**config.mk**
```make
export PLATFORM = sky130hd
export DESIGN_NAME = pdrs_ctrl
export DESIGN_NICKNAME = d
export VERILOG_FILES = /design/src/pdrs_pkg.sv /design/src/pdrs_ctrl.sv /design/src/pdrs_gate.sv
export SDC_FILE = /design/constraint.sdc
export NUM_CORES = 1
export LEC_CHECK = 0
export BUFFER_PORTS_ARGS = -buffer_cell sky130_fd_sc_hd__buf_2
export CORE_UTILIZATION = 45
export DETAILED_ROUTE_END_ITERATION = 16
export PLACE_DENSITY = 0.84
export SETUP_SLACK_MARGIN = 0.4
export SLEW_MARGIN = 5
export SYNTH_ARGS = -nofsm -noshare
export SYNTH_HDL_FRONTEND = slang
export SYNTH_SLANG_ARGS = --single-unit
```
**constraint.sdc**
```tcl
create_clock -name clk_sys -period 2.2 [get_ports clk_sys]
set_input_delay 0.33 -clock clk_sys [delete_from_list [all_inputs] [get_ports clk_sys]]
set_output_delay 0.33 -clock clk_sys [all_outputs]
set_load 0.01 [all_outputs]
```
**src/pdrs_pkg.sv**
```systemverilog
package pdrs_pkg;

    // =========================================================
    // register map
    localparam logic [6:0] PDRS_ADDR_PWR = 7'h01;
    localparam logic [6:0] PDRS_ADDR_IRQ = 7'h02;
    localparam logic [6:0] PDRS_ADDR_RC_STAT = 7'h0A;
    localparam logic [6:0] PDRS_ADDR_RX_STAT0 = 7'h14;
    localparam logic [6:0] PDRS_ADDR_RX_STAT1 = 7'h15;

    // =========================================================
    // power-down register fields
    localparam int PDRS_BIT_RATE_CONV = 0;
    localparam int PDRS_BIT_RECEIVER = 1;
    localparam int PDRS_BIT_TRANSMITTER = 2;
    localparam int PDRS_BIT_PORT_B = 3;
    localparam int PDRS_BIT_PORT_A = 4;
    localparam int PDRS_BIT_ALL = 5;
    localparam int PDRS_BIT_SOFT_RST = 7;
    localparam logic [7:0] PDRS_PWR_RESET = 8'h00;
    localparam logic [7:0] PDRS_PWR_WMASK = 8'hBF;

    // =========================================================
    // summary register fields
    localparam int PDRS_IRQ_RATE_CONV = 0;
    localparam int PDRS_IRQ_RECEIVER = 1;
    localparam int PDRS_IRQ_TRANSMITTER = 2;
    localparam int PDRS_IRQ_NBITS = 3;

    // =========================================================
    // widths and timing
    localparam int PDRS_RX_SRC_W = 9;
    localparam int PDRS_TX_SRC_W = 2;
    localparam int PDRS_RC_SRC_W = 2;
    localparam int PDRS_SRST_CYCLES = 4;

endpackage : pdrs_pkg

```
**src/pdrs_ctrl.sv**
```systemverilog
`timescale 1ns/1ns
// What this block does
// RULE_01 - rate converter off while its bit is 0
// RULE_02 - receiver off, outputs low while bit 0
// RULE_03 - transmitter off, outputs low while bit 0
// RULE_04 - port B off, outputs low while bit 0
// RULE_05 - port A off, outputs low while bit 0
// RULE_06 - global bit 0 powers down every block
// RULE_07 - writing reset bit equals external reset
// RULE_08 - soft reset restores defaults, bit reads 0
// RULE_09 - summary bit 0 flags rate converter interrupt
// RULE_10 - summary bit 1 flags receiver interrupt
// RULE_11 - summary bit 2 flags transmitter interrupt
// RULE_12 - summary bits OR sources; unused bits zero
module pdrs_ctrl
    import pdrs_pkg::*;
#(
    parameter int RX_OUT_W = 8,
    parameter int TX_OUT_W = 4,
    parameter int PA_OUT_W = 3,
    parameter int PB_OUT_W = 3
)
(
    // clock and external reset
    input wire logic clk_sys,
    input wire logic rst_n,
    // register access from the host port decoder
    input wire logic reg_wr,
    input wire logic reg_rd,
    input wire logic [6:0] reg_addr,
    input wire logic [7:0] reg_wdata,
    output logic [7:0] reg_rdata,
    output logic reg_hit,
    // unmasked interrupt sources of each block
    input wire logic [PDRS_RC_SRC_W-1:0] rate_conv_irq_src,
    input wire logic [PDRS_RX_SRC_W-1:0] receiver_irq_src,
    input wire logic [PDRS_TX_SRC_W-1:0] transmitter_irq_src,
    // block run enables
    output logic rate_conv_run,
    output logic receiver_run,
    output logic transmitter_run,
    output logic serial_port_a_run,
    output logic serial_port_b_run,
    output logic all_blocks_run,
    // reset to every control register of the device
    output logic ctrl_rst_n,
    // raw and gated block outputs
    input wire logic [RX_OUT_W-1:0] receiver_raw,
    input wire logic [TX_OUT_W-1:0] transmitter_raw,
    input wire logic [PA_OUT_W-1:0] serial_port_a_raw,
    input wire logic [PB_OUT_W-1:0] serial_port_b_raw,
    output logic [RX_OUT_W-1:0] receiver_out,
    output logic [TX_OUT_W-1:0] transmitter_out,
    output logic [PA_OUT_W-1:0] serial_port_a_out,
    output logic [PB_OUT_W-1:0] serial_port_b_out
);

    // every gated block needs at least one output line
    if (RX_OUT_W < 1 || TX_OUT_W < 1 || PA_OUT_W < 1 || PB_OUT_W < 1)
    begin : g_bad_width
        $error("pdrs_ctrl: output widths must be at least 1");
    end

    typedef struct packed {
        logic [7:0] pwr;
        logic [2:0] srst_cnt;
        logic [PDRS_IRQ_NBITS-1:0] irq;
        logic [7:0] rdata;
        logic hit;
    } pdrs_ctrl_s;

    pdrs_ctrl_s state_reg;
    pdrs_ctrl_s state_next;

    logic srst_active;
    logic [PDRS_IRQ_NBITS-1:0] irq_now;

    // soft reset pulse holds for a few cycles so every block sees it
    assign srst_active = (state_reg.srst_cnt != 3'h0);

    // summary is the OR of each block's sources
    always_comb
    begin
        irq_now = '0;
        irq_now[PDRS_IRQ_RATE_CONV] = |rate_conv_irq_src; // see RULE_09
        irq_now[PDRS_IRQ_RECEIVER] = |receiver_irq_src; // see RULE_10
        irq_now[PDRS_IRQ_TRANSMITTER] = |transmitter_irq_src; // see RULE_11
    end

    // =========================================================
    // register file and soft reset sequencer
    always_comb
    begin
        state_next = state_reg;
        state_next.irq = irq_now; // see RULE_12
        state_next.hit = 1'b0;
        state_next.rdata = 8'h00;
        if (srst_active)
        begin
            // defaults restored and held for the whole sequence
            state_next.srst_cnt = state_reg.srst_cnt - 3'h1;
            state_next.pwr = PDRS_PWR_RESET; // see RULE_08
        end
        else if (reg_wr && reg_addr == PDRS_ADDR_PWR)
        begin
            state_next.pwr = reg_wdata & PDRS_PWR_WMASK;
            if (reg_wdata[PDRS_BIT_SOFT_RST])
            begin
                // launch the four-cycle ctrl_rst_n sequence; the external pin does not start it
                state_next.srst_cnt = 3'(PDRS_SRST_CYCLES); // see RULE_07
                state_next.pwr = PDRS_PWR_RESET; // see RULE_08
            end
        end
        if (reg_rd)
        begin
            unique case (reg_addr)
                PDRS_ADDR_PWR:
                begin
                    state_next.rdata = state_reg.pwr & PDRS_PWR_WMASK;
                    state_next.hit = 1'b1;
                end
                PDRS_ADDR_IRQ:
                begin
                    // upper bits stay zero
                    state_next.rdata = {5'h00, state_reg.irq}; // see RULE_12
                    state_next.hit = 1'b1;
                end
                default:
                begin
                    state_next.rdata = 8'h00;
                end
            endcase
        end
    end

    always_ff @(posedge clk_sys)
    begin
        if (!rst_n)
        begin
            state_reg <= '0;
        end
        else
        begin
            state_reg <= state_next;
        end
    end

    assign reg_rdata = state_reg.rdata;
    assign reg_hit = state_reg.hit;
    assign ctrl_rst_n = ~srst_active;

    // =========================================================
    // run enables: global bit gates every block
    assign all_blocks_run = state_reg.pwr[PDRS_BIT_ALL]; // see RULE_06
    assign rate_conv_run = all_blocks_run
        && state_reg.pwr[PDRS_BIT_RATE_CONV]; // see RULE_01
    assign receiver_run = all_blocks_run
        && state_reg.pwr[PDRS_BIT_RECEIVER]; // see RULE_02
    assign transmitter_run = all_blocks_run
        && state_reg.pwr[PDRS_BIT_TRANSMITTER]; // see RULE_03
    assign serial_port_b_run = all_blocks_run
        && state_reg.pwr[PDRS_BIT_PORT_B]; // see RULE_04
    assign serial_port_a_run = all_blocks_run
        && state_reg.pwr[PDRS_BIT_PORT_A]; // see RULE_05

    // =========================================================
    // output gating; one register of delay keeps outputs glitch free
    pdrs_gate #(.WIDTH(RX_OUT_W)) i_pdrs_gate_rx (
        .clk_sys(clk_sys),
        .rst_n(rst_n),
        .run(receiver_run), // see RULE_02
        .din(receiver_raw),
        .dout(receiver_out)
    );
    pdrs_gate #(.WIDTH(TX_OUT_W)) i_pdrs_gate_tx (
        .clk_sys(clk_sys),
        .rst_n(rst_n),
        .run(transmitter_run), // see RULE_03
        .din(transmitter_raw),
        .dout(transmitter_out)
    );
    pdrs_gate #(.WIDTH(PA_OUT_W)) i_pdrs_gate_pa (
        .clk_sys(clk_sys),
        .rst_n(rst_n),
        .run(serial_port_a_run), // see RULE_05
        .din(serial_port_a_raw),
        .dout(serial_port_a_out)
    );
    pdrs_gate #(.WIDTH(PB_OUT_W)) i_pdrs_gate_pb (
        .clk_sys(clk_sys),
        .rst_n(rst_n),
        .run(serial_port_b_run), // see RULE_04
        .din(serial_port_b_raw),
        .dout(serial_port_b_out)
    );

    // =========================================================
    // checks
    chk_global_gates_all: assert property (@(posedge clk_sys) // see RULE_06
        disable iff (!rst_n)
        !all_blocks_run |-> !(rate_conv_run || receiver_run
            || transmitter_run || serial_port_a_run || serial_port_b_run))
        else $error("block runs while global power-down active");

    chk_rc_follows_bit: assert property (@(posedge clk_sys) // see RULE_01
        disable iff (!rst_n)
        !state_reg.pwr[PDRS_BIT_RATE_CONV] |-> !rate_conv_run)
        else $error("rate converter runs with its bit clear");

    chk_rx_out_low: assert property (@(posedge clk_sys) // see RULE_02
        disable iff (!rst_n)
        !receiver_run ##1 $stable(receiver_run) |-> receiver_out == '0)
        else $error("receiver output not low while powered down");

    chk_tx_out_low: assert property (@(posedge clk_sys) // see RULE_03
        disable iff (!rst_n)
        !transmitter_run ##1 !transmitter_run |-> transmitter_out == '0)
        else $error("transmitter output not low while powered down");

    chk_pb_out_low: assert property (@(posedge clk_sys) // see RULE_04
        disable iff (!rst_n)
        !serial_port_b_run |=> serial_port_b_out == '0)
        else $error("port b output not low while powered down");

    chk_pa_out_pass: assert property (@(posedge clk_sys) // see RULE_05
        disable iff (!rst_n)
        serial_port_a_run |=> serial_port_a_out == $past(serial_port_a_raw))
        else $error("port a output does not follow source");

    chk_srst_seq: assert property (@(posedge clk_sys) // see RULE_07
        disable iff (!rst_n)
        (reg_wr && reg_addr == PDRS_ADDR_PWR
            && reg_wdata[PDRS_BIT_SOFT_RST] && !srst_active)
        |=> !ctrl_rst_n [*4] ##1 ctrl_rst_n)
        else $error("soft reset sequence has wrong length");

    chk_srst_default: assert property (@(posedge clk_sys) // see RULE_08
        disable iff (!rst_n)
        srst_active |=> state_reg.pwr == PDRS_PWR_RESET)
        else $error("registers not at default during soft reset");

    chk_irq_rc: assert property (@(posedge clk_sys) // see RULE_09
        disable iff (!rst_n)
        |rate_conv_irq_src |=> state_reg.irq[PDRS_IRQ_RATE_CONV])
        else $error("rate converter summary bit missing");

    chk_irq_rx: assert property (@(posedge clk_sys) // see RULE_10
        disable iff (!rst_n)
        ##1 state_reg.irq[PDRS_IRQ_RECEIVER]
            == (|$past(receiver_irq_src)))
        else $error("receiver summary bit wrong");

    chk_irq_tx: assert property (@(posedge clk_sys) // see RULE_11
        disable iff (!rst_n)
        ##1 state_reg.irq[PDRS_IRQ_TRANSMITTER]
            == (|$past(transmitter_irq_src)))
        else $error("transmitter summary bit wrong");

    chk_irq_read_zero: assert property (@(posedge clk_sys) // see RULE_12
        disable iff (!rst_n)
        (reg_rd && reg_addr == PDRS_ADDR_IRQ)
        |=> reg_hit && reg_rdata[7:3] == 5'h00)
        else $error("summary upper bits not zero");

    cov_soft_reset: cover property (@(posedge clk_sys) disable iff (!rst_n)
        $fell(ctrl_rst_n));
    cov_all_run: cover property (@(posedge clk_sys) disable iff (!rst_n)
        rate_conv_run && receiver_run && transmitter_run);
    cov_irq_all: cover property (@(posedge clk_sys) disable iff (!rst_n)
        state_reg.irq == 3'h7);

endmodule : pdrs_ctrl

```
**src/pdrs_gate.sv**
```systemverilog
`timescale 1ns/1ns
// forces a function block's outputs low while it is powered down
module pdrs_gate
    import pdrs_pkg::*;
#(
    parameter int WIDTH = 8
)
(
    // clock and reset
    input wire logic clk_sys,
    input wire logic rst_n,
    // control
    input wire logic run,
    // data
    input wire logic [WIDTH-1:0] din,
    output logic [WIDTH-1:0] dout
);

    // a zero-width gate has nothing to force low
    if (WIDTH < 1)
    begin : g_bad_width
        $error("pdrs_gate: WIDTH must be at least 1");
    end

    typedef struct packed {
        logic [WIDTH-1:0] q;
    } pdrs_gate_s;

    pdrs_gate_s state_reg;
    pdrs_gate_s state_next;

    // =========================================================
    // output gating: powered-down block reads as all zeros
    always_comb
    begin
        state_next = state_reg;
        state_next.q = run ? din : '0;
    end

    always_ff @(posedge clk_sys)
    begin
        if (!rst_n)
            state_reg <= '0;
        else
            state_reg <= state_next;
    end

    assign dout = state_reg.q;

endmodule : pdrs_gate

```
Yosys cells after proc, flatten, opt, wreduce, memory -nomap -nowiden. Cells that the tools add are included.

Bits in registers: 39. Output and inout bits: 34. Logic and storage cells: 39.

Add/subtract/negate cells: 1. Eq/ne operators: 2. Multiplexer cells: 5. Bitwise logic cells: 2. Reductions and logical operators: 20.

Operators with widths (number): $pmux 6 s2 (1); $reduce_and 2->1 (6); $mux 9 (1); $reduce_or 9->1 (1); $reduce_or 2->1 (4); $eq 7x1->1 const B (1); $eq 7x2->1 const B (1); $logic_and 1x1->1 (6); $mux 3 (2); $reduce_bool 2->1 (2); $reduce_bool 3->1 (1); $sub 3x1->3 const B (1); $not 1->1 (2); $mux 1 (1).

Logic depth before layout (Yosys ltp). Gate-level depths: netlist of the first run.

Depth after elaboration: 4. Gate-level depth with buffers: 5. Mapped depth without buffers: 5.

Hierarchy. From an unflattened synthesis of the first run, not the netlist that was laid out.

Cell total of the unflattened synthesis: 133. Area total of the unflattened synthesis: 1377.6 um2.

Modules (own cells, without submodules): pdrs_ctrl (times used 1, cells each 97, area an instance 904.6 um2, sequential area each 380.4 um2); pdrs_gate (i_pdrs_gate_rx) (times used 1, cells each 16, area an instance 210.2 um2, sequential area each 160.2 um2); pdrs_gate (i_pdrs_gate_pa ...) (times used 2, cells each 6, area an instance 78.8 um2, sequential area each 60.1 um2); pdrs_gate (i_pdrs_gate_tx) (times used 1, cells each 8, area an instance 105.1 um2, sequential area each 80.1 um2).

Worst setup path before layout of the first run. Ideal clock, no wire load.

Path type: in2reg. From: input reg_addr[1]. To: register state_reg[12] in the netlist's numbering. Arrival: 1.468 ns. Setup slack: 0.617 ns. Stages: 4. Path buffers: 1. Cell sequence: or4b_1 clkbuf_2 o31a_1 a31o_1.

Word-level cells in the longest chain between the ends: 4.

RTL lines: start, declared (line pdrs_ctrl.sv:30) `input wire logic [6:0] reg_addr,`; $eq 7x1->1 (line pdrs_ctrl.sv:104) `else if (reg_wr && reg_addr == PDRS_ADDR_PWR)`; $logic_and 1x1->1 (line pdrs_ctrl.sv:104); $reduce_bool 2->1 (no source line); $reduce_and 2->1 (no source line); end signal, assigned (line pdrs_ctrl.sv:144) `state_reg <= state_next;`; end, declared (line pdrs_ctrl.sv:72) `pdrs_ctrl_s state_reg;`.

Every way passes these cells. A chain may end at the register's enable or synchronous reset.

Final worst setup path of the first run.
From: register state_reg[12] in the netlist's numbering. To: output ctrl_rst_n.

Word-level cells in the longest chain between the ends: 2.

RTL lines: $reduce_bool 3->1 (line pdrs_ctrl.sv:79) `assign srst_active = (state_reg.srst_cnt != 3'h0);`; $not 1->1 (line pdrs_ctrl.sv:150) `assign ctrl_rst_n = ~srst_active;`; end, declared (line pdrs_ctrl.sv:46) `output logic ctrl_rst_n,`.

Every way passes these cells.

==> results of run 1 <==
[final timing paths]
check                                                start                          to  slack (ns)  depth (start not counted)
worst max-delay path            state_reg[12]$_SDFFE_PN0P_                  ctrl_rst_n        0.56                          3
worst min-delay path                  rate_conv_irq_src[0]     state_reg[9]$_SDFF_PN0_        0.20                          3
worst max register to register  state_reg[12]$_SDFFE_PN0P_  state_reg[13]$_SDFFE_PN0P_        0.98                          4
worst min register to register     state_reg[9]$_SDFF_PN0_     reg_rdata[0]$_SDFF_PN0_        0.47                          2
[cell type report]
| type | count | share of cell area |
|---|---|---|
| clock buffers | 5 | 0.0213 |
| clock inverters | 1 | 0.00284 |
| inverters | 4 | 0.00852 |
| multi-input cells | 85 | 0.289 |
| flip-flops and latches | 37 | 0.420 |
| well taps | 31 | 0.0220 |
| repair buffers | 82 | 0.236 |
[power breakdown]
part	leakage, nW	switching (mW)	internal, mW
sequential	0.300	0.0191	0.695
clock	0.0269	0.195	0.111
combinational	0.610	0.116	0.102
total	0.937	0.329	0.908
[cell families (layout without fill, tap and decap cells)]
| logic type | count (synthesis) | count (layout) | share of synthesized area |
|---|---|---|---|
| AO/OA/AOI/OAI | 24 | 24 | 0.107 |
| adder cells (fa/ha/maj) | 1 | 1 | 0.00933 |
| buffers and inverters | 17 | 92 | 0.0709 |
| flip-flops | 37 | 37 | 0.552 |
| other | 1 | 2 | 0.00280 |
| AND/OR/NAND/NOR | 58 | 58 | 0.257 |
[stage by stage]
step | power (mW) | cell area (µm²) | util
floorplan | 0.864 | 1350 | -
global route | 1.31 | 1760 | 0.633
detailed placement | 0.949 | 1720 | 0.618
CTS | 1.25 | 1760 | 0.633
global placement | 0.939 | 1720 | 0.618
finish | 1.24 | 1760 | 0.633
[worst register-to-register path: cells and delay by family, from the launching register on]
family | cells | cell delay [ns]
simple gates | 1 | 0.16
fa+ha+maj | 1 | 0.30
flops | 1 | 0.36
compound gates | 2 | 0.33
[cells in the final DEF, fill, tap and decap left out, drive strengths merged, types with 3 or more instances in the layout]
| cell | netlist | layout |
|---|---|---|
| inv | 4 | 4 |
| nand4 | 7 | 7 |
| and2 | 6 | 6 |
| buf | 8 | 82 |
| nor2 | 10 | 10 |
| nor3 | 3 | 3 |
| and3 | 21 | 21 |
| dfxtp | 37 | 37 |
| o21ai | 8 | 8 |
| a21oi | 7 | 7 |
| clkbuf | 5 | 5 |
| a22oi | 3 | 3 |
[routing by layer]
layer / share of wire / vias up
met2: 0.45 / 72
li1: - / 640
met4: 0.011 / 0
met3: 0.11 / 6
met5: 0 / -
met1: 0.43 / 538
==> impl_metrics.json, run 1 <==
{
  "outcome": "finished, final reports clean",
  "area_delta_synth_final_pct": 31.3,
  "io_pins": 84,
  "cts_tree": "yes",
  "rsz0062_at_grt": "false",
  "worstSetupStartpointType": "flop",
  "netlist.area_leader.share": 0.552,
  "async_flop_share": 0,
  "dieHeight_um": 56.6,
  "wire_per_inst_um": 11.2,
  "synth_area_leaders": "dfxtp_1 (55%), and3_1 (9.8%), buf_4 (4.5%)",
  "fp.dieW_um": 56.6,
  "arrival_ns": 1.31,
  "clockBufferDepth": 2,
  "setup_violations": 0,
  "maxSlewViolCount": 0,
  "cts_setup_buffers": 0,
  "clk_latency_ns": 0.33,
  "firstDrtPassIters": 4,
  "power_density_nw_per_um2": 702,
  "ant_nets": 0,
  "path_delay_family": "flip-flops",
  "dp_slack_ns": 0.440,
  "htreeDepth": 2,
  "synth_cells": 138,
  "drtIter0Drc": 21,
  "slowest_delay_ns": 0.36,
  "fmax_mhz": 609,
  "cts-resized-gates": 0,
  "dieArea_um2": 3200,
  "register_area_um2": 741,
  "start_util": 0.482,
  "grt_util_met2": 0.313,
  "clockRootBuffer": "clkbuf_4",
  "largest_reg_flops": 11,
  "detail_route.vias_per_cell": 5.13,
  "placed_cells": 239,
  "synth.distinct_cells": 27,
  "grt_usage": 0.187,
  "antenna_found_initial": 0,
  "drt-total-wl_mm": 2.76,
  "avgSynthCellArea_um2": 9.72,
  "finalCriticalPeriod_ns": 1.64,
  "yosysWarnings": 0,
  "port_buffers": 80,
  "timing.hold.ws_ns": 0.198,
  "drive_above_1_share": 0.411,
  "multi_input_area_um2": 509,
  "grt_overflow": 0,
  "cp_num_buf_inv": 1,
  "fin_nets": 266,
  "hold_viol_final": 0,
  "synth-edff-count": 0,
  "stdcell_count": 245,
  "fin_ws_ns": 0.558,
  "worstSetupPathType": "reg2out",
  "antenna_cells": 0,
  "syn_area_um2": 1340,
  "grt_max_degree": 19,
  "fin_crit_sh": 0.747,
  "fin_skew_ns": 0.00966,
  "vdd.ir_drop.worst_mv": 0.647,
  "coreArea_um2": 2780,
  "endpoint_kind": "output pin",
  "hold_buffers": 0,
  "path_clk_slew_ns": 0.10,
  "cts-buffers-inserted": 5,
  "grt_use_met1": 0.209,
  "numClockSinks": 37,
  "grt_use_met3": 0.0783,
  "setup-tns-final_ns": 0,
  "yosysSeqAreaShare": 0.552,
  "gp_congestion": 0.807,
  "min_path_type": "in2reg",
  "yosys.area.top_type": "dfxtp_1",
  "yosysMostFrequentCell": "dfxtp_1",
  "drc": 0,
  "drv_cap": 0,
  "yosys-top-cells-count": "dfxtp_1 (37), and3_1 (21), nor2_1 (10), buf_4 (8), o21ai_0 (8)",
  "path_max_fanout": 7,
  "ys_ff_latch": 37,
  "fill_cells": 249,
  "grt_pass1_wl_mm": 4.57,
  "synthFlopType": "dfxtp_1",
  "rows": 19,
  "critical_path.cell_chain": "nor2_1, ha_1, buf_2",
  "critical_path.slowest_cell": "dfxtp_1",
  "required_ns": 1.87,
  "grt.busiest_layer": "met2",
  "grt_pass1_vias": 1094,
  "num_vias": 1256,
  "power.leakage_nw": 0.937
}
(Power assumes the default switching activity.)
==> run 2: changes to the inputs <==
--- a/config.mk
+++ b/config.mk
@@ -6,9 +6,9 @@
 export NUM_CORES = 1
 export LEC_CHECK = 0
 export BUFFER_PORTS_ARGS = -buffer_cell sky130_fd_sc_hd__buf_2
-export CORE_UTILIZATION = 45
+export CORE_UTILIZATION = 37
 export DETAILED_ROUTE_END_ITERATION = 16
-export PLACE_DENSITY = 0.84
+export PLACE_DENSITY = 0.74
 export SETUP_SLACK_MARGIN = 0.4
 export SLEW_MARGIN = 5
 export SYNTH_ARGS = -nofsm -noshare
==> constraint.sdc (replaced) <==
create_clock -name clk_sys -period 1.4 [get_ports clk_sys]
set_input_delay 0.21 -clock clk_sys [delete_from_list [all_inputs] [get_ports clk_sys]]
set_output_delay 0.21 -clock clk_sys [all_outputs]
set_load 0.01 [all_outputs]
==> run 2 against run 1 <==
  * Combinational power increased to 3.6 times the previous value
  * Register-to-register slack got worse by 0.82 ns
  * Largest cell class unchanged
  * Worst hold slack got worse by 0.12 ns
  * Critical path depth unchanged
  * Highest routed layer unchanged
  * Count of clock-buffer cells in the layout increased by 3
  * Critical path type unchanged
  * Worst setup slack got worse by 0.43 ns
==> impl_metrics.json, run 2 (same netlist as run 1, synthesis figures left out) <==
{
  "coreArea_um2": 3420,
  "firstDrtPassIters": 4,
  "critical_path.slowest_cell": "dfxtp_2",
  "detail_route.vias_per_cell": 4.91,
  "arrival_ns": 1.06,
  "gp_congestion": 0.747,
  "fin_crit_sh": 0.909,
  "clk_latency_ns": 0.34,
  "numClockSinks": 37,
  "finalCriticalPeriod_ns": 1.27,
  "dp_hpwl_mm": 2.39,
  "r2r_cells": 6,
  "internal-power_mw": 1.78,
  "rr_startpoint": "state_reg[14]$_SDFFE_PN0P_",
  "port_buffers": 80,
  "final_core_util": 0.668,
  "num_vias": 1415,
  "ant_nets": 0,
  "clockPowerShare": 0.228,
  "combPwrFrac": 0.316,
  "critical_path.cell_chain": "nor2_4, ha_4, buf_6",
  "min_path_type": "in2reg",
  "rsz0062_at_grt": "true",
  "worstHoldStart": "rate_conv_irq_src[0]",
  "p_sw_frac": 0.284,
  "vdd.ir_drop.worst_mv": 1.02,
  "dp_slack_ns": -0.0820,
  "fin_nets": 292,
  "timing.rr.end": "state_reg[13]$_SDFFE_PN0P_",
  "drive_above_1_share": 0.674,
  "path_max_fanout": 2,
  "cts_tree": "yes",
  "rows": 21,
  "hold_viol_final": 0,
  "holdPathEnd": "state_reg[9]$_SDFF_PN0_",
  "largest_reg_flops": 11,
  "setup_violations": 0,
  "sequentialPowerShare": 0.456,
  "worstSetupPathType": "reg2out",
  "fin_skew_ns": 0.0132,
  "clockBufferDepth": 2,
  "wire_per_inst_um": 12.7,
  "drtIter0Drc": 40,
  "slowest_delay_ns": 0.35,
  "antenna_found_initial": 0,
  "antenna_cells": 0,
  "path_clk_slew_ns": 0.11,
  "start_util": 0.393,
  "drc": 0,
  "grt_usage": 0.191,
  "power.leakage_nw": 1.07,
  "io_pins": 84,
  "maxSlewViolCount": 0,
  "r2r_slack_ns": 0.16,
  "grt_max_degree": 12,
  "drv_cap": 0,
  "endpoint_kind": "output pin",
  "fmax_mhz": 786,
  "drt-total-wl_mm": 3.67,
  "power_density_nw_per_um2": 1090,
  "fin_ws_ns": 0.127,
  "cts-buffers-inserted": 5,
  "hold_buffers": 0,
  "htreeDepth": 2,
  "netSwitchingPower_mw": 0.707,
  "required_ns": 1.19,
  "worstSetupStartpointType": "flop",
  "setup-tns-final_ns": 0,
  "outcome": "finished, final reports clean",
  "path_delay_family": "flip-flops",
  "final_cell_mix": "buf_2 (69), dfxtp_1 (25), buf_4 (22), and3_4 (16), buf_6 (14)",
  "grt_pass1_vias": 1294,
  "hold_depth": 3,
  "fp.dieW_um": 62.2,
  "dieArea_um2": 3870,
  "dieHeight_um": 62.2,
  "cp_num_buf_inv": 1,
  "clockRootBuffer": "clkbuf_4",
  "grt_overflow": 0,
  "final_common_cell": "buf_2",
  "area_delta_synth_final_pct": 70.2,
  "grt_pass1_wl_mm": 5.71
}
run 2: changes by cell type in the layout (fill, tap and decap cells not counted), moves of 3 or more:
cell / before / now
a21oi_1: 7 / 2
a21oi_2: 0 / 5
and2_1: 6 / 0
and2_4: 0 / 9
and3_1: 21 / 5
and3_4: 0 / 16
buf_2: 80 / 69
buf_4: 2 / 22
buf_6: 0 / 14
dfxtp_1: 37 / 25
dfxtp_2: 0 / 9
dfxtp_4: 0 / 3
run 2: tightest hold or removal path: cells and delay by family:
kind / cells / cell delay (ns)
buffers and inverters: 1 / 0.07
and+or+nand+nor: 2 / 0.10
run 2: metal layers:
layer / routed length [µm] / global-route usage
met5: 0 / 0
met4: 44 / 0.0610
met2: 1860 / 0.349
met1: 1490 / 0.205
met3: 268 / 0.0662
run 2: final cells by class:
cell class / instances / area [µm²]
Fill cell: 289 / 1130
Sequential cell: 37 / 763
Multi-Input combinational cell: 88 / 721
Timing Repair Buffer: 105 / 668
Clock buffer: 8 / 58.8
Tap cell: 46 / 57.6
Inverter: 4 / 15.0
run 2: what timing repair did:
| item | CTS | global route |
|---|---|---|
| gates cloned | 3 | 0 |
| buffers inserted | 11 | 1 |
| pin swaps | 9 | 15 |
| setup endpoints to repair | 36 | 59 |
| resized for setup | 32 | 41 |
run 2: through the flow:
step | total power [mW] | hold WS (ns) | instances | area [µm²]
floorplan | 1.36 | 0.326 | 139 | 1380
CTS | 2.29 | 0.0745 | 287 | 2090
global route | 2.65 | 0.0758 | 288 | 2280
finish | 2.49 | 0.0741 | 288 | 2280
global placement | 1.51 | 0.421 | 265 | 1840
detailed placement | 1.52 | 0.431 | 265 | 1840
run 2: power by group through the flow:
| stage | logic [mW] | registers, mW | clock network, mW |
|---|---|---|---|
| floorplan | 0.226 | 1.14 | 0 |
| global placement | 0.361 | 1.14 | 0 |
| detailed placement | 0.371 | 1.14 | 0 |
| CTS | 0.594 | 1.12 | 0.578 |
| global route | 0.858 | 1.14 | 0.651 |
| finish | 0.786 | 1.13 | 0.565 |
run 2: worst max path at each step:
stage | slack [ns] | end | start | cells past startpoint
final | 0.13 | ctrl_rst_n | state_reg[13]$_SDFFE_PN0P_ | 3
after detailed placement | -0.08 | state_reg[12]$_SDFFE_PN0P_ | reg_addr[6] | 4
after global placement | -0.08 | state_reg[12]$_SDFFE_PN0P_ | reg_addr[1] | 4
after CTS | 0.09 | ctrl_rst_n | state_reg[13]$_SDFFE_PN0P_ | 3
after floorplan | -0.05 | state_reg[12]$_SDFFE_PN0P_ | reg_addr[6] | 4
after global routing | 0.07 | ctrl_rst_n | state_reg[13]$_SDFFE_PN0P_ | 3
==> run 3: changes to the inputs <==
--- a/config.mk
+++ b/config.mk
@@ -6,11 +6,12 @@
 export NUM_CORES = 1
 export LEC_CHECK = 0
 export BUFFER_PORTS_ARGS = -buffer_cell sky130_fd_sc_hd__buf_2
+export CAP_MARGIN = 30
 export CORE_UTILIZATION = 37
 export DETAILED_ROUTE_END_ITERATION = 16
 export PLACE_DENSITY = 0.74
-export SETUP_SLACK_MARGIN = 0.4
 export SLEW_MARGIN = 5
 export SYNTH_ARGS = -nofsm -noshare
 export SYNTH_HDL_FRONTEND = slang
 export SYNTH_SLANG_ARGS = --single-unit
+export TNS_END_PERCENT = 10
==> run 3 against run 2 <==
  * Critical path depth did not move
  * Clock skew fell by 0.0024 ns
  * Sequential power barely moved
  * Largest power group unchanged
  * Flip-flop and latch count did not move
  * Sequential share of layout area rose by 5.2 points
  * Worst setup slack got worse by 0.080 ns
  * Maximum frequency fell by 5.9%
  * Count of clock-buffer cells in the layout fell by 2
  * Routed wire length fell by 12%
  * Die area did not move
  * Largest cell class unchanged
==> impl_metrics.json, run 3 (same netlist as run 1, synthesis figures left out) <==
{
  "io_pins": 84,
  "netSwitchingPower_mw": 0.598,
  "path_clk_slew_ns": 0.11,
  "firstDrtPassIters": 5,
  "register_area_um2": 743,
  "drt-total-wl_mm": 3.23,
  "clockBufferDepth": 2,
  "required_ns": 1.19,
  "numClockSinks": 37,
  "finalCriticalPeriod_ns": 1.35,
  "final_common_cell": "buf_2",
  "ant_nets": 0,
  "coreArea_um2": 3420,
  "grt_max_degree": 19,
  "fill_cells": 320,
  "start_util": 0.393,
  "combPwrFrac": 0.179,
  "grt_usage": 0.172,
  "total_power_mw": 2.33,
  "power_density_nw_per_um2": 1210,
  "antenna_cells": 0,
  "worstSetupPathType": "reg2out",
  "p_sw_frac": 0.257,
  "worstSetupStartpointType": "flop",
  "hold_viol_final": 0,
  "fmax_mhz": 739,
  "cts-buffers-inserted": 5,
  "fp.dieW_um": 62.2,
  "fin_ws_ns": 0.0472,
  "clk_latency_ns": 0.34,
  "dp_hpwl_mm": 2.39,
  "grt_pass1_wl_mm": 5.22,
  "vdd.ir_drop.worst_mv": 0.467,
  "internal-power_mw": 1.73,
  "endpoint_kind": "output pin",
  "fin_nets": 277,
  "grt_pass1_vias": 1237,
  "fin_crit_sh": 0.966,
  "sequentialPowerShare": 0.490,
  "largest_reg_flops": 11,
  "power.leakage_nw": 1.01,
  "grt_overflow": 0,
  "multi_input_area_um2": 519,
  "rsz0062_at_grt": "false",
  "arrival_ns": 1.14,
  "htreeDepth": 2,
  "rows": 21,
  "clockPowerShare": 0.331,
  "drive_above_1_share": 0.463,
  "fin_skew_ns": 0.0108,
  "dieHeight_um": 62.2,
  "setup_violations": 0,
  "cts_tree": "yes",
  "drv_cap": 0,
  "gp_congestion": 0.789,
  "antenna_found_initial": 0,
  "maxSlewViolCount": 0,
  "dieArea_um2": 3870,
  "path_max_fanout": 5,
  "clockRootBuffer": "clkbuf_4",
  "outcome": "finished, final reports clean",
  "detail_route.vias_per_cell": 4.79,
  "port_buffers": 80,
  "area_delta_synth_final_pct": 43.3,
  "drc": 0,
  "drtIter0Drc": 102,
  "num_vias": 1309,
  "wire_per_inst_um": 11.8,
  "min_path_type": "in2reg",
  "final_cell_mix": "buf_2 (80), dfxtp_1 (35), and3_1 (21), buf_4 (13), nor2_1 (9)",
  "dp_slack_ns": -0.0929
}
==> run 3: changes by cell type in the layout (fill, tap and decap cells not counted), sizes merged <==
cell	previous run	this run
bufinv	0	1
and2	9	6
buf	105	93
clkinvlp	0	1
clkbuf	8	6
==> run 3: power by group through the flow <==
stage	clock [mW]	sequential, mW	combinational, mW
finish	0.772	1.14	0.417
global route	0.835	1.15	0.463
CTS	0.789	1.13	0.406
detailed placement	0	1.15	0.359
global placement	0	1.15	0.356
floorplan	0	1.14	0.217
==> run 3: final cells by class <==
| class | count | share of cell area |
|---|---|---|
| Timing Repair Buffer | 93 | 0.259 |
| Inverter | 4 | 0.00781 |
| Tap cell | 46 | 0.0299 |
| Sequential cell | 37 | 0.387 |
| Clock inverter | 2 | 0.0195 |
| Multi-Input combinational cell | 85 | 0.270 |
| Clock buffer | 6 | 0.0267 |
==> run 3: path summary, 6_finish.rpt <==
| path | startpoint | endpoint | slack (ns) | cells after the start |
|---|---|---|---|---|
| max | state_reg[12]$_SDFFE_PN0P_ | ctrl_rst_n | 0.05 | 3 |
| min | receiver_raw[1] | i_pdrs_gate_rx.dout[1]$_SDFF_PN0_ | 0.09 | 2 |
| max reg2reg | state_reg[12]$_SDFFE_PN0P_ | state_reg[13]$_SDFFE_PN0P_ | 0.19 | 5 |
| min reg2reg | state_reg[9]$_SDFF_PN0_ | reg_rdata[0]$_SDFF_PN0_ | 0.49 | 2 |
==> run 3: layer usage <==
metal	part of all wire	wire (µm)	vias to the layer above	global-route usage
li1	-	-	667	-
met1	0.40	1310	576	0.187
met2	0.51	1640	59	0.302
met3	0.070	225	7	0.0460
met4	0.019	63	0	0.0959
met5	0	0	-	0
==> run 3: worst max-delay path: stages, from the launching register on <==
cell	delay, ns
dfxtp_2	0.37
nor2_4	0.12
ha_2	0.19
buf_2	0.13
==> run 3: repair_timing <==
action	4_1_cts	5_1_grt
gates resized for setup	3	2
buffers inserted	1	0
hold buffers	0	0
pin swaps	1	0
endpoints found under the setup margin	2	1
==> run 3: stage by stage <==
stage / cell area (µm²) / hold slack, ns / TNS, ns / instances / utilization
2_1_floorplan: 1350 / 0.326 / -0.0503 / 139 / -
3_3_place_gp: 1810 / 0.421 / -0.342 / 264 / 0.531
3_5_place_dp: 1810 / 0.424 / -0.407 / 264 / 0.531
4_1_cts: 1920 / 0.0610 / 0 / 273 / 0.561
5_1_grt: 1920 / 0.0707 / 0 / 273 / 0.563
6_report: 1920 / 0.0883 / 0 / 273 / 0.563
